<file path="src/design/erds_pkg.sv">
// Purpose: shared constants for the receive descriptor status engine
// Assumes: eight-word descriptors, 32-bit words, byte-wide receive stream
// Notes:   word indices are descriptor word numbers, not byte offsets
package erds_pkg;
    // ------------------------------------------------------------
    // descriptor layout
    // ------------------------------------------------------------
    localparam int          DESC_WORDS = 8;
    localparam logic [2:0]  W_STATUS   = 3'h0;
    localparam logic [2:0]  W_CTRL     = 3'h1;
    localparam logic [2:0]  W_BUF1     = 3'h2;
    localparam logic [2:0]  W_NEXT     = 3'h3;
    localparam logic [2:0]  W_EXT      = 3'h4;
    localparam logic [2:0]  W_RSVD     = 3'h5;
    localparam logic [2:0]  W_TS_LO    = 3'h6;
    localparam logic [2:0]  W_TS_HI    = 3'h7;
    localparam int          BUF1_SIZE_MSB = 12;
    // ------------------------------------------------------------
    // status word and extended status word bit positions
    // ------------------------------------------------------------
    localparam int B_OWN   = 31;
    localparam int B_DAF   = 30;
    localparam int B_FL_HI = 29;
    localparam int B_FL_LO = 16;
    localparam int B_ES    = 15;
    localparam int B_DE    = 14;
    localparam int B_SAF   = 13;
    localparam int B_LE    = 12;
    localparam int B_OE    = 11;
    localparam int B_FS    = 9;
    localparam int B_LS    = 8;
    localparam int B_GF    = 7;
    localparam int B_LC    = 6;
    localparam int B_FT    = 5;
    localparam int B_RWT   = 4;
    localparam int B_RE    = 3;
    localparam int B_CE    = 1;
    localparam int B_IPH   = 3;
    localparam int B_IPP   = 4;
    // ------------------------------------------------------------
    // frame constants and reset values
    // ------------------------------------------------------------
    localparam logic [15:0] ETHERTYPE_MIN    = 16'h0600;
    localparam logic [13:0] IPC_APPEND_BYTES = 14'h0002;
    localparam logic [13:0] HDR_CRC_BYTES    = 14'h0012;
    localparam logic [31:0] RST_WORD         = 32'h0000_0000;
endpackage

</file>
<file path="src/design/erds_lt_classify.sv">
// Purpose: classify the length/type field and check the length
// Assumes: i_frame_len counts header, payload and crc bytes
// Notes:   mismatch is forced low for ethertype frames
`timescale 1ns/1ps
module erds_lt_classify
    import erds_pkg::*;
(
    input  wire logic [15:0] i_lt_field,
    input  wire logic [13:0] i_frame_len,
    output logic             o_ethertype,
    output logic             o_len_mismatch
);
    logic [13:0] payload_len;

    always_comb begin
        payload_len    = i_frame_len - HDR_CRC_BYTES;
        o_ethertype    = (i_lt_field >= ETHERTYPE_MIN);
        o_len_mismatch = !o_ethertype && (i_lt_field != {2'h0, payload_len});
    end
endmodule

</file>
<file path="src/design/erds_status_pack.sv">
// Purpose: assemble the status word written back to a descriptor
// Assumes: all inputs are held stable while the word is written
// Notes:   ownership is always returned to software here
`timescale 1ns/1ps
module erds_status_pack
    import erds_pkg::*;
(
    input  wire logic [13:0] i_frame_byte_count,
    input  wire logic        i_dest_addr_filter_fail,
    input  wire logic        i_src_addr_filter_fail,
    input  wire logic        i_descriptor_truncation_error,
    input  wire logic        i_length_mismatch_error,
    input  wire logic        i_overflow,
    input  wire logic        i_first_segment_flag,
    input  wire logic        i_last_segment_flag,
    input  wire logic        i_giant,
    input  wire logic        i_late_coll,
    input  wire logic        i_ethertype_frame_flag,
    input  wire logic        i_wdog_timeout,
    input  wire logic        i_rx_err,
    input  wire logic        i_crc_err,
    input  wire logic        i_ip_hdr_err,
    input  wire logic        i_ip_pay_err,
    output logic [31:0]      o_rx_desc_status_word
);
    logic error_summary_flag;

    always_comb begin
        error_summary_flag = i_crc_err | i_rx_err | i_wdog_timeout | i_late_coll | i_giant
                           | i_ip_hdr_err | i_ip_pay_err | i_overflow
                           | i_descriptor_truncation_error;
        o_rx_desc_status_word                 = RST_WORD;
        o_rx_desc_status_word[B_OWN]          = 1'b0;
        o_rx_desc_status_word[B_DAF]          = i_dest_addr_filter_fail;
        o_rx_desc_status_word[B_FL_HI:B_FL_LO] = i_frame_byte_count;
        o_rx_desc_status_word[B_ES]           = error_summary_flag;
        o_rx_desc_status_word[B_DE]           = i_descriptor_truncation_error;
        o_rx_desc_status_word[B_SAF]          = i_src_addr_filter_fail;
        o_rx_desc_status_word[B_LE]           = i_length_mismatch_error;
        o_rx_desc_status_word[B_OE]           = i_overflow;
        o_rx_desc_status_word[B_FS]           = i_first_segment_flag;
        o_rx_desc_status_word[B_LS]           = i_last_segment_flag;
        o_rx_desc_status_word[B_GF]           = i_giant;
        o_rx_desc_status_word[B_LC]           = i_late_coll;
        o_rx_desc_status_word[B_FT]           = i_ethertype_frame_flag;
        o_rx_desc_status_word[B_RWT]          = i_wdog_timeout;
        o_rx_desc_status_word[B_RE]           = i_rx_err;
        o_rx_desc_status_word[B_CE]           = i_crc_err;
    end
endmodule

</file>
<file path="src/design/erds_top.sv">
// Purpose: receive descriptor engine: stores frame bytes, writes back status
// Assumes: fetch logic presents descriptor words 0..2 and the next owner bit
// Notes:   status word is written last so ownership flips after the data
`timescale 1ns/1ps
module erds_top
    import erds_pkg::*;
(
    input  wire logic        i_sys_clk,
    input  wire logic        i_rst_n,
    input  wire logic        i_desc_load,
    input  wire logic [31:0] i_desc_word0,
    input  wire logic [31:0] i_desc_word1,
    input  wire logic [31:0] i_desc_word2,
    input  wire logic        i_next_desc_own,
    input  wire logic        i_rx_valid,
    input  wire logic [7:0]  i_rx_byte,
    input  wire logic        i_rx_last,
    output logic             o_rx_ready,
    input  wire logic [15:0] i_lt_field,
    input  wire logic        i_crc_err,
    input  wire logic        i_rx_err,
    input  wire logic        i_wdog_timeout,
    input  wire logic        i_late_coll,
    input  wire logic        i_giant,
    input  wire logic        i_ip_hdr_err,
    input  wire logic        i_ip_pay_err,
    input  wire logic        i_mtl_overflow,
    input  wire logic        i_da_fail,
    input  wire logic        i_sa_fail,
    input  wire logic        i_ipc_type1_en,
    input  wire logic        i_ctrl_frame,
    input  wire logic        i_ts_valid,
    input  wire logic [63:0] i_ts,
    output logic             o_wr_valid,
    output logic [31:0]      o_wr_addr,
    output logic [7:0]       o_wr_byte,
    output logic             o_wb_valid,
    output logic [2:0]       o_wb_index,
    output logic [31:0]      o_wb_data,
    output logic             o_desc_req,
    output logic             o_busy
);
    // ------------------------------------------------------------
    // state
    // ------------------------------------------------------------
    typedef enum logic [2:0] {
        ST_NODESC,
        ST_RECV,
        ST_DROP,
        ST_WB_EXT,
        ST_WB_TSL,
        ST_WB_TSH,
        ST_WB_STAT
    } erds_state_e;

    typedef struct packed {
        erds_state_e state;
        logic [12:0] buf_size;
        logic [31:0] buf_addr;
        logic [12:0] buf_cnt;
        logic [13:0] frame_cnt;
        logic        in_frame;
        logic        first_here;
        logic        last_here;
        logic        trunc;
        logic [15:0] lt;
        logic [9:0]  err;
        logic        add_two;
        logic        ts_ok;
        logic [63:0] ts;
        logic        wb_valid;
        logic [2:0]  wb_index;
        logic [31:0] wb_data;
        logic        wr_valid;
        logic [31:0] wr_addr;
        logic [7:0]  wr_byte;
        logic        desc_req;
    } erds_state_s;

    localparam int E_CRC = 0;
    localparam int E_RE  = 1;
    localparam int E_RWT = 2;
    localparam int E_LC  = 3;
    localparam int E_GF  = 4;
    localparam int E_IPH = 5;
    localparam int E_IPP = 6;
    localparam int E_OE  = 7;
    localparam int E_DAF = 8;
    localparam int E_SAF = 9;

    erds_state_s state_ff;
    erds_state_s nxt_state;
    logic [31:0] status_word;
    logic [13:0] fl_value;
    logic        ethertype;
    logic        len_mismatch;
    logic        buf_full;

    // ------------------------------------------------------------
    // end-of-frame capture, shared by receive and drop states
    // ------------------------------------------------------------
    function automatic erds_state_s capture_eof(input erds_state_s s);
        erds_state_s r;
        r            = s;
        r.err        = {i_sa_fail, i_da_fail, i_mtl_overflow, i_ip_pay_err, i_ip_hdr_err,
                        i_giant, i_late_coll, i_wdog_timeout, i_rx_err, i_crc_err};
        r.lt         = i_lt_field;
        r.add_two    = i_ipc_type1_en && !i_ctrl_frame;
        r.ts         = i_ts;
        r.ts_ok      = i_ts_valid;
        r.last_here  = 1'b1;
        r.state      = ST_WB_EXT;
        return r;
    endfunction

    // ------------------------------------------------------------
    // status assembly
    // ------------------------------------------------------------
    // appended checksum bytes never reach the buffer, so add them here
    assign fl_value = state_ff.add_two ? state_ff.frame_cnt + IPC_APPEND_BYTES
                                       : state_ff.frame_cnt;

    erds_lt_classify u_classify (
        .i_lt_field     (state_ff.lt),
        .i_frame_len    (fl_value),
        .o_ethertype    (ethertype),
        .o_len_mismatch (len_mismatch)
    );

    erds_status_pack u_pack (
        .i_frame_byte_count            (fl_value),
        .i_dest_addr_filter_fail       (state_ff.err[E_DAF]),
        .i_src_addr_filter_fail        (state_ff.err[E_SAF]),
        .i_descriptor_truncation_error (state_ff.trunc),
        .i_length_mismatch_error       (state_ff.last_here && len_mismatch),
        .i_overflow                    (state_ff.err[E_OE]),
        .i_first_segment_flag          (state_ff.first_here),
        .i_last_segment_flag           (state_ff.last_here),
        .i_giant                       (state_ff.err[E_GF]),
        .i_late_coll                   (state_ff.err[E_LC]),
        .i_ethertype_frame_flag        (state_ff.last_here && ethertype),
        .i_wdog_timeout                (state_ff.err[E_RWT]),
        .i_rx_err                      (state_ff.err[E_RE]),
        .i_crc_err                     (state_ff.err[E_CRC]),
        .i_ip_hdr_err                  (state_ff.err[E_IPH]),
        .i_ip_pay_err                  (state_ff.err[E_IPP]),
        .o_rx_desc_status_word         (status_word)
    );

    // ------------------------------------------------------------
    // next state
    // ------------------------------------------------------------
    assign buf_full   = (state_ff.buf_cnt == state_ff.buf_size);
    // a byte that does not fit is held back until a decision is made
    assign o_rx_ready = ((state_ff.state == ST_RECV) && !buf_full) || (state_ff.state == ST_DROP);

    always_comb begin
        nxt_state          = state_ff;
        nxt_state.wb_valid = 1'b0;
        nxt_state.wr_valid = 1'b0;
        nxt_state.desc_req = 1'b0;
        case (state_ff.state)
            ST_NODESC: begin
                // a descriptor still owned by software is ignored
                if (i_desc_load && i_desc_word0[B_OWN]) begin
                    nxt_state.buf_size   = i_desc_word1[BUF1_SIZE_MSB:0];
                    nxt_state.buf_addr   = i_desc_word2;
                    nxt_state.buf_cnt    = 13'h0000;
                    nxt_state.first_here = 1'b0;
                    nxt_state.last_here  = 1'b0;
                    nxt_state.trunc      = 1'b0;
                    nxt_state.err        = 10'h000;
                    nxt_state.state      = ST_RECV;
                end
            end
            ST_RECV: begin
                if (i_rx_valid && !buf_full) begin
                    nxt_state.wr_valid  = 1'b1;
                    nxt_state.wr_addr   = state_ff.buf_addr + {19'h00000, state_ff.buf_cnt};
                    nxt_state.wr_byte   = i_rx_byte;
                    nxt_state.buf_cnt   = state_ff.buf_cnt + 13'h0001;
                    nxt_state.frame_cnt = state_ff.frame_cnt + 14'h0001;
                    if (!state_ff.in_frame) begin
                        // zero-size buffers pass the first mark onward
                        nxt_state.first_here = 1'b1;
                        nxt_state.in_frame   = 1'b1;
                        nxt_state.frame_cnt  = 14'h0001;
                    end
                    if (i_rx_last) begin
                        nxt_state = capture_eof(nxt_state);
                    end
                end else if (i_rx_valid && buf_full) begin
                    if (i_next_desc_own) begin
                        nxt_state.state = ST_WB_STAT;
                    end else begin
                        nxt_state.trunc = 1'b1;
                        nxt_state.state = ST_DROP;
                    end
                end
            end
            ST_DROP: begin
                if (i_rx_valid && i_rx_last) begin
                    nxt_state = capture_eof(state_ff);
                end
            end
            ST_WB_EXT: begin
                nxt_state.wb_valid       = 1'b1;
                nxt_state.wb_index       = W_EXT;
                nxt_state.wb_data        = RST_WORD;
                nxt_state.wb_data[B_IPH] = state_ff.err[E_IPH];
                nxt_state.wb_data[B_IPP] = state_ff.err[E_IPP];
                nxt_state.state          = state_ff.ts_ok ? ST_WB_TSL : ST_WB_STAT;
            end
            ST_WB_TSL: begin
                nxt_state.wb_valid = 1'b1;
                nxt_state.wb_index = W_TS_LO;
                nxt_state.wb_data  = state_ff.ts[31:0];
                nxt_state.state    = ST_WB_TSH;
            end
            ST_WB_TSH: begin
                nxt_state.wb_valid = 1'b1;
                nxt_state.wb_index = W_TS_HI;
                nxt_state.wb_data  = state_ff.ts[63:32];
                nxt_state.state    = ST_WB_STAT;
            end
            ST_WB_STAT: begin
                nxt_state.wb_valid = 1'b1;
                nxt_state.wb_index = W_STATUS;
                nxt_state.wb_data  = status_word;
                nxt_state.desc_req = 1'b1;
                nxt_state.state    = ST_NODESC;
                if (state_ff.last_here) begin
                    nxt_state.in_frame = 1'b0;
                end
            end
            default: begin
                nxt_state.state = ST_NODESC;
            end
        endcase
    end

    // ------------------------------------------------------------
    // registers
    // ------------------------------------------------------------
    always_ff @(posedge i_sys_clk) begin
        if (!i_rst_n) begin
            state_ff       <= '0;
            state_ff.state <= ST_NODESC;
        end else begin
            state_ff <= nxt_state;
        end
    end

    assign o_wr_valid = state_ff.wr_valid;
    assign o_wr_addr  = state_ff.wr_addr;
    assign o_wr_byte  = state_ff.wr_byte;
    assign o_wb_valid = state_ff.wb_valid;
    assign o_wb_index = state_ff.wb_index;
    assign o_wb_data  = state_ff.wb_data;
    assign o_desc_req = state_ff.desc_req;
    assign o_busy     = state_ff.in_frame;
endmodule

</file>
<file path="config.mk">
export PLATFORM = sky130hd
export DESIGN_NAME = erds_top
export DESIGN_NICKNAME = d
export VERILOG_FILES = /design/src/design/erds_pkg.sv /design/src/design/erds_lt_classify.sv /design/src/design/erds_status_pack.sv /design/src/design/erds_top.sv
export SDC_FILE = /design/constraint.sdc
export NUM_CORES = 1
export LEC_CHECK = 0
export ABC_CLOCK_PERIOD_IN_PS = 2600
export BUFFER_PORTS_ARGS = -buffer_cell sky130_fd_sc_hd__buf_2
export CORE_MARGIN = 2
export CORE_UTILIZATION = 49
export DETAILED_ROUTE_END_ITERATION = 8
export GPL_ROUTABILITY_DRIVEN = 1
export PLACE_DENSITY_LB_ADDON = 0.25
export SLEW_MARGIN = 0
export SYNTH_ARGS = -nofsm -noshare
export SYNTH_HDL_FRONTEND = slang
export SYNTH_SLANG_ARGS = --single-unit
</file>
<file path="constraint.sdc">
create_clock -name i_sys_clk -period 2.6 [get_ports i_sys_clk]
set_clock_uncertainty 0.15 [all_clocks]
set_input_delay 0.26 -clock i_sys_clk [delete_from_list [all_inputs] [get_ports i_sys_clk]]
set_output_delay 0.26 -clock i_sys_clk [all_outputs]
set_load 0.02 [all_outputs]
</file>
==> flow_summary.ini <==
[run_status]
outcome = complete, but fails checks
violations = negative setup slack

[cells_and_area]
syn2layout_area_growth_pct = 31.9
drive_gt1_share_pct = 22.4
fillCellCount = 2006
multi_input_area_um2 = 6400
final_cells = 2211
seq_area_um2 = 5000
fin_nets = 2085

[sta]
hold_violations = 0
fin_ws_ns = -0.179
worst_pin_slew_ns = 0.630
rsz0062_at_grt = true
max_freq_mhz = 360
slew_viol_final = 0
min_period_ns = 2.78
setup_viol = 1
period_share_pct = 107
slew_headroom_pct = 58.0
whs_ns = 0.0325

[floorplan]
die_h_um = 162
dieWidth_um = 162
core_area_um2 = 24500
die-area_um2 = 26300
io_pins = 283
initial_core_util_pct = 50.2
num_rows = 57

[routing]
ant_nets = 0
vias = 12345
post_drt_via_cell_ratio = 5.58
drt-total-wl_um = 37400
drtIter0Drc = 1022
drc_errors = 0
wl_per_cell_um = 16.9
drtPass1Iterations = 7

[synth]
synth.top_cell.area_share_pct = 40.6
synth_area_um2 = 12300
synth_top_cell_by_area = dfxtp_1
synth_edf_count = 0
synth_most_common_cell = a21oi_1
synth.area.top_cells = dfxtp_1, a21oi_1, nand3_1, nand2_1, buf_4
synth_common_cells = a21oi_1, dfxtp_1, nand2_1
synth_area_per_cell_um2 = 7.90
ys_seq_area_share_pct = 40.6
ys_seq_elements = 249
async_flop_share_pct = 0
synth_ff_type = dfxtp_1
yosys_warnings = 0
ys_types = 66
syn_inst = 1555
syn-num-nets = 1777

[critical_path]
timing.critical_path.buf_inv = 1
critical_path_class = flip-flop to flip-flop
worstPathMaxFanout = 5
cp-end-kind = flip-flop
slowest_delay_ns = 0.49
crit_arrival_ns = 3.05
worstPathRequired_ns = 2.87
cp_top_family = simple AND/OR/NAND/NOR gates
path_cells = ha_4, mux2i_2, ha_2, buf_4, or3_1, a311oi_2, nor2_1, or4_4, a2111oi_4, a31oi_1
crit_slowest_cell = or4_4
start_kind = flip-flop

[power]
p_leak_nw = 6.41
p_per_area_nw_per_um2 = 749
finalPower_w = 0.0121
ir_drop_v = 0.000645

[place]
io_buffers = 232
place_congestion = 0.847
dp_slack_ns = -0.142
dp.cells = 2005
hpwl_um = 24300

[grt]
grt_overflow = 0
grt_start_max_net_pins = 82
antenna_found_initial = 5
grt_pass1_wl_um = 59200
track_usage_pct = 27.4
grt_pass1_vias = 11967

[clock_network]
clk_pin_slew_worst_paths_ns = 0.06
clock_tree.root_cell = clkbuf_16
clkLatencyLatePin_ns = 0.54
clkSinkCount = 249
ctsHtreeMaxLevel = 1
ctsLongestPathBuffers = 3
cts_tree = yes
cts_inserted_buffers = 27

[job]
drv_cap = 0

[hold_path]
hp-class = primary input to flip-flop
==> cells in the final DEF (no fill, tap or decap), drive strengths merged, types with 18 or more instances in the layout <==
cell type and count:
buf 320, nand4 21, dlygate4sd3 147, xor2 36, a21oi 251, o21ai 44
o22ai 18, a2111oi 21, ha 18, inv 21, nor2 83, clkbuf 39
nand2 215, xnor2 47, nand3 174, dfxtp 249
==> what timing repair did <==
| item | in CTS | in global routing |
|---|---|---|
| endpoints found under the setup margin | 11 | 64 |
| pin swaps | 2 | 9 |
| hold buffers | 147 | 0 |
| buffers inserted | 0 | 6 |
| hold endpoints to repair | 149 | 0 |
| resized for setup | 6 | 25 |
==> state kept, by name, indices dropped and copies added (netlist names) <==
signal and count:
o_busy 1, o_desc_req 1, o_wb_data 32, o_wb_index 3, o_wb_valid 1, o_wr_addr 32
o_wr_byte 8, o_wr_valid 1, state_ff 170
==> where the power goes <==
group | leakage (nW) | switching [W] | total, W | internal [W]
logic | 3.94 | 0.00239 | 0.00376 | 0.00138
clock network | 0.455 | 0.00158 | 0.00389 | 0.00232
registers | 2.02 | 0.000283 | 0.00447 | 0.00418
total | 6.41 | 0.00425 | 0.0121 | 0.00788
==> routing by layer <==
layer  track usage, %  up-vias  part of all wire [%]
met1             35.5     5792                    44
li1                 -     5991                     -
met2             45.6      452                    46
met3             5.01      108                   6.3
met4             10.4        2                   3.5
met5                0        -                 0.054
==> worst reg2reg max path, delay by kind of cell, from the launching register on <==
| kind | cells | cell delay (ns) |
|---|---|---|
| simple gates | 3 | 0.88 |
| compound gates | 3 | 0.59 |
| fa+ha+maj | 2 | 0.47 |
| flops | 1 | 0.37 |
| buf+inv | 1 | 0.14 |
| mux | 1 | 0.07 |
==> path summary, 6_finish.rpt <==
path	start	to	slack, ns	depth (start not counted)
hold reg to reg	o_wr_addr[5]	o_wr_addr[5]	0.29	2
setup / recovery	state_ff[176]	o_wb_data[12]	-0.18	10
hold / removal	i_next_desc_own	state_ff[170]	0.03	5
setup reg to reg	state_ff[176]	o_wb_data[12]	-0.18	10
==> per-stage QoR <==
step	instance area [µm²]	utilization (%)	TNS [ns]
finish	16200	66.2	-0.179
floorplan	12300	-	0
detailed placement	13600	55.7	-0.861
global route	16200	66.2	-0.563
CTS	16000	65.5	-0.103
global placement	13600	55.7	-0.587
==> logic make-up (layout without fill, tap and decap cells) <==
kind of cell,count (synthesis),in the layout,share of synthesized area [%]
fa+ha+maj,19,19,2.00
compound gates,392,392,18.1
other cells,0,4,0
xor+xnor,85,85,6.36
mux,17,17,2.02
buf+inv,207,535,8.73
flops,249,249,40.6
simple gates,586,586,22.2
==> area by class of cell <==
| type | count | share of cell area (%) |
|---|---|---|
| Multi-Input combinational cell | 1099 | 39.5 |
| Sequential cell | 249 | 30.9 |
| Timing Repair Buffer | 467 | 20.9 |
| Clock buffer | 39 | 4.88 |
| Tap cell | 324 | 2.50 |
| Clock inverter | 10 | 0.734 |
| Inverter | 19 | 0.471 |
| Antenna cell | 4 | 0.0618 |
(Power assumes the default switching activity.)
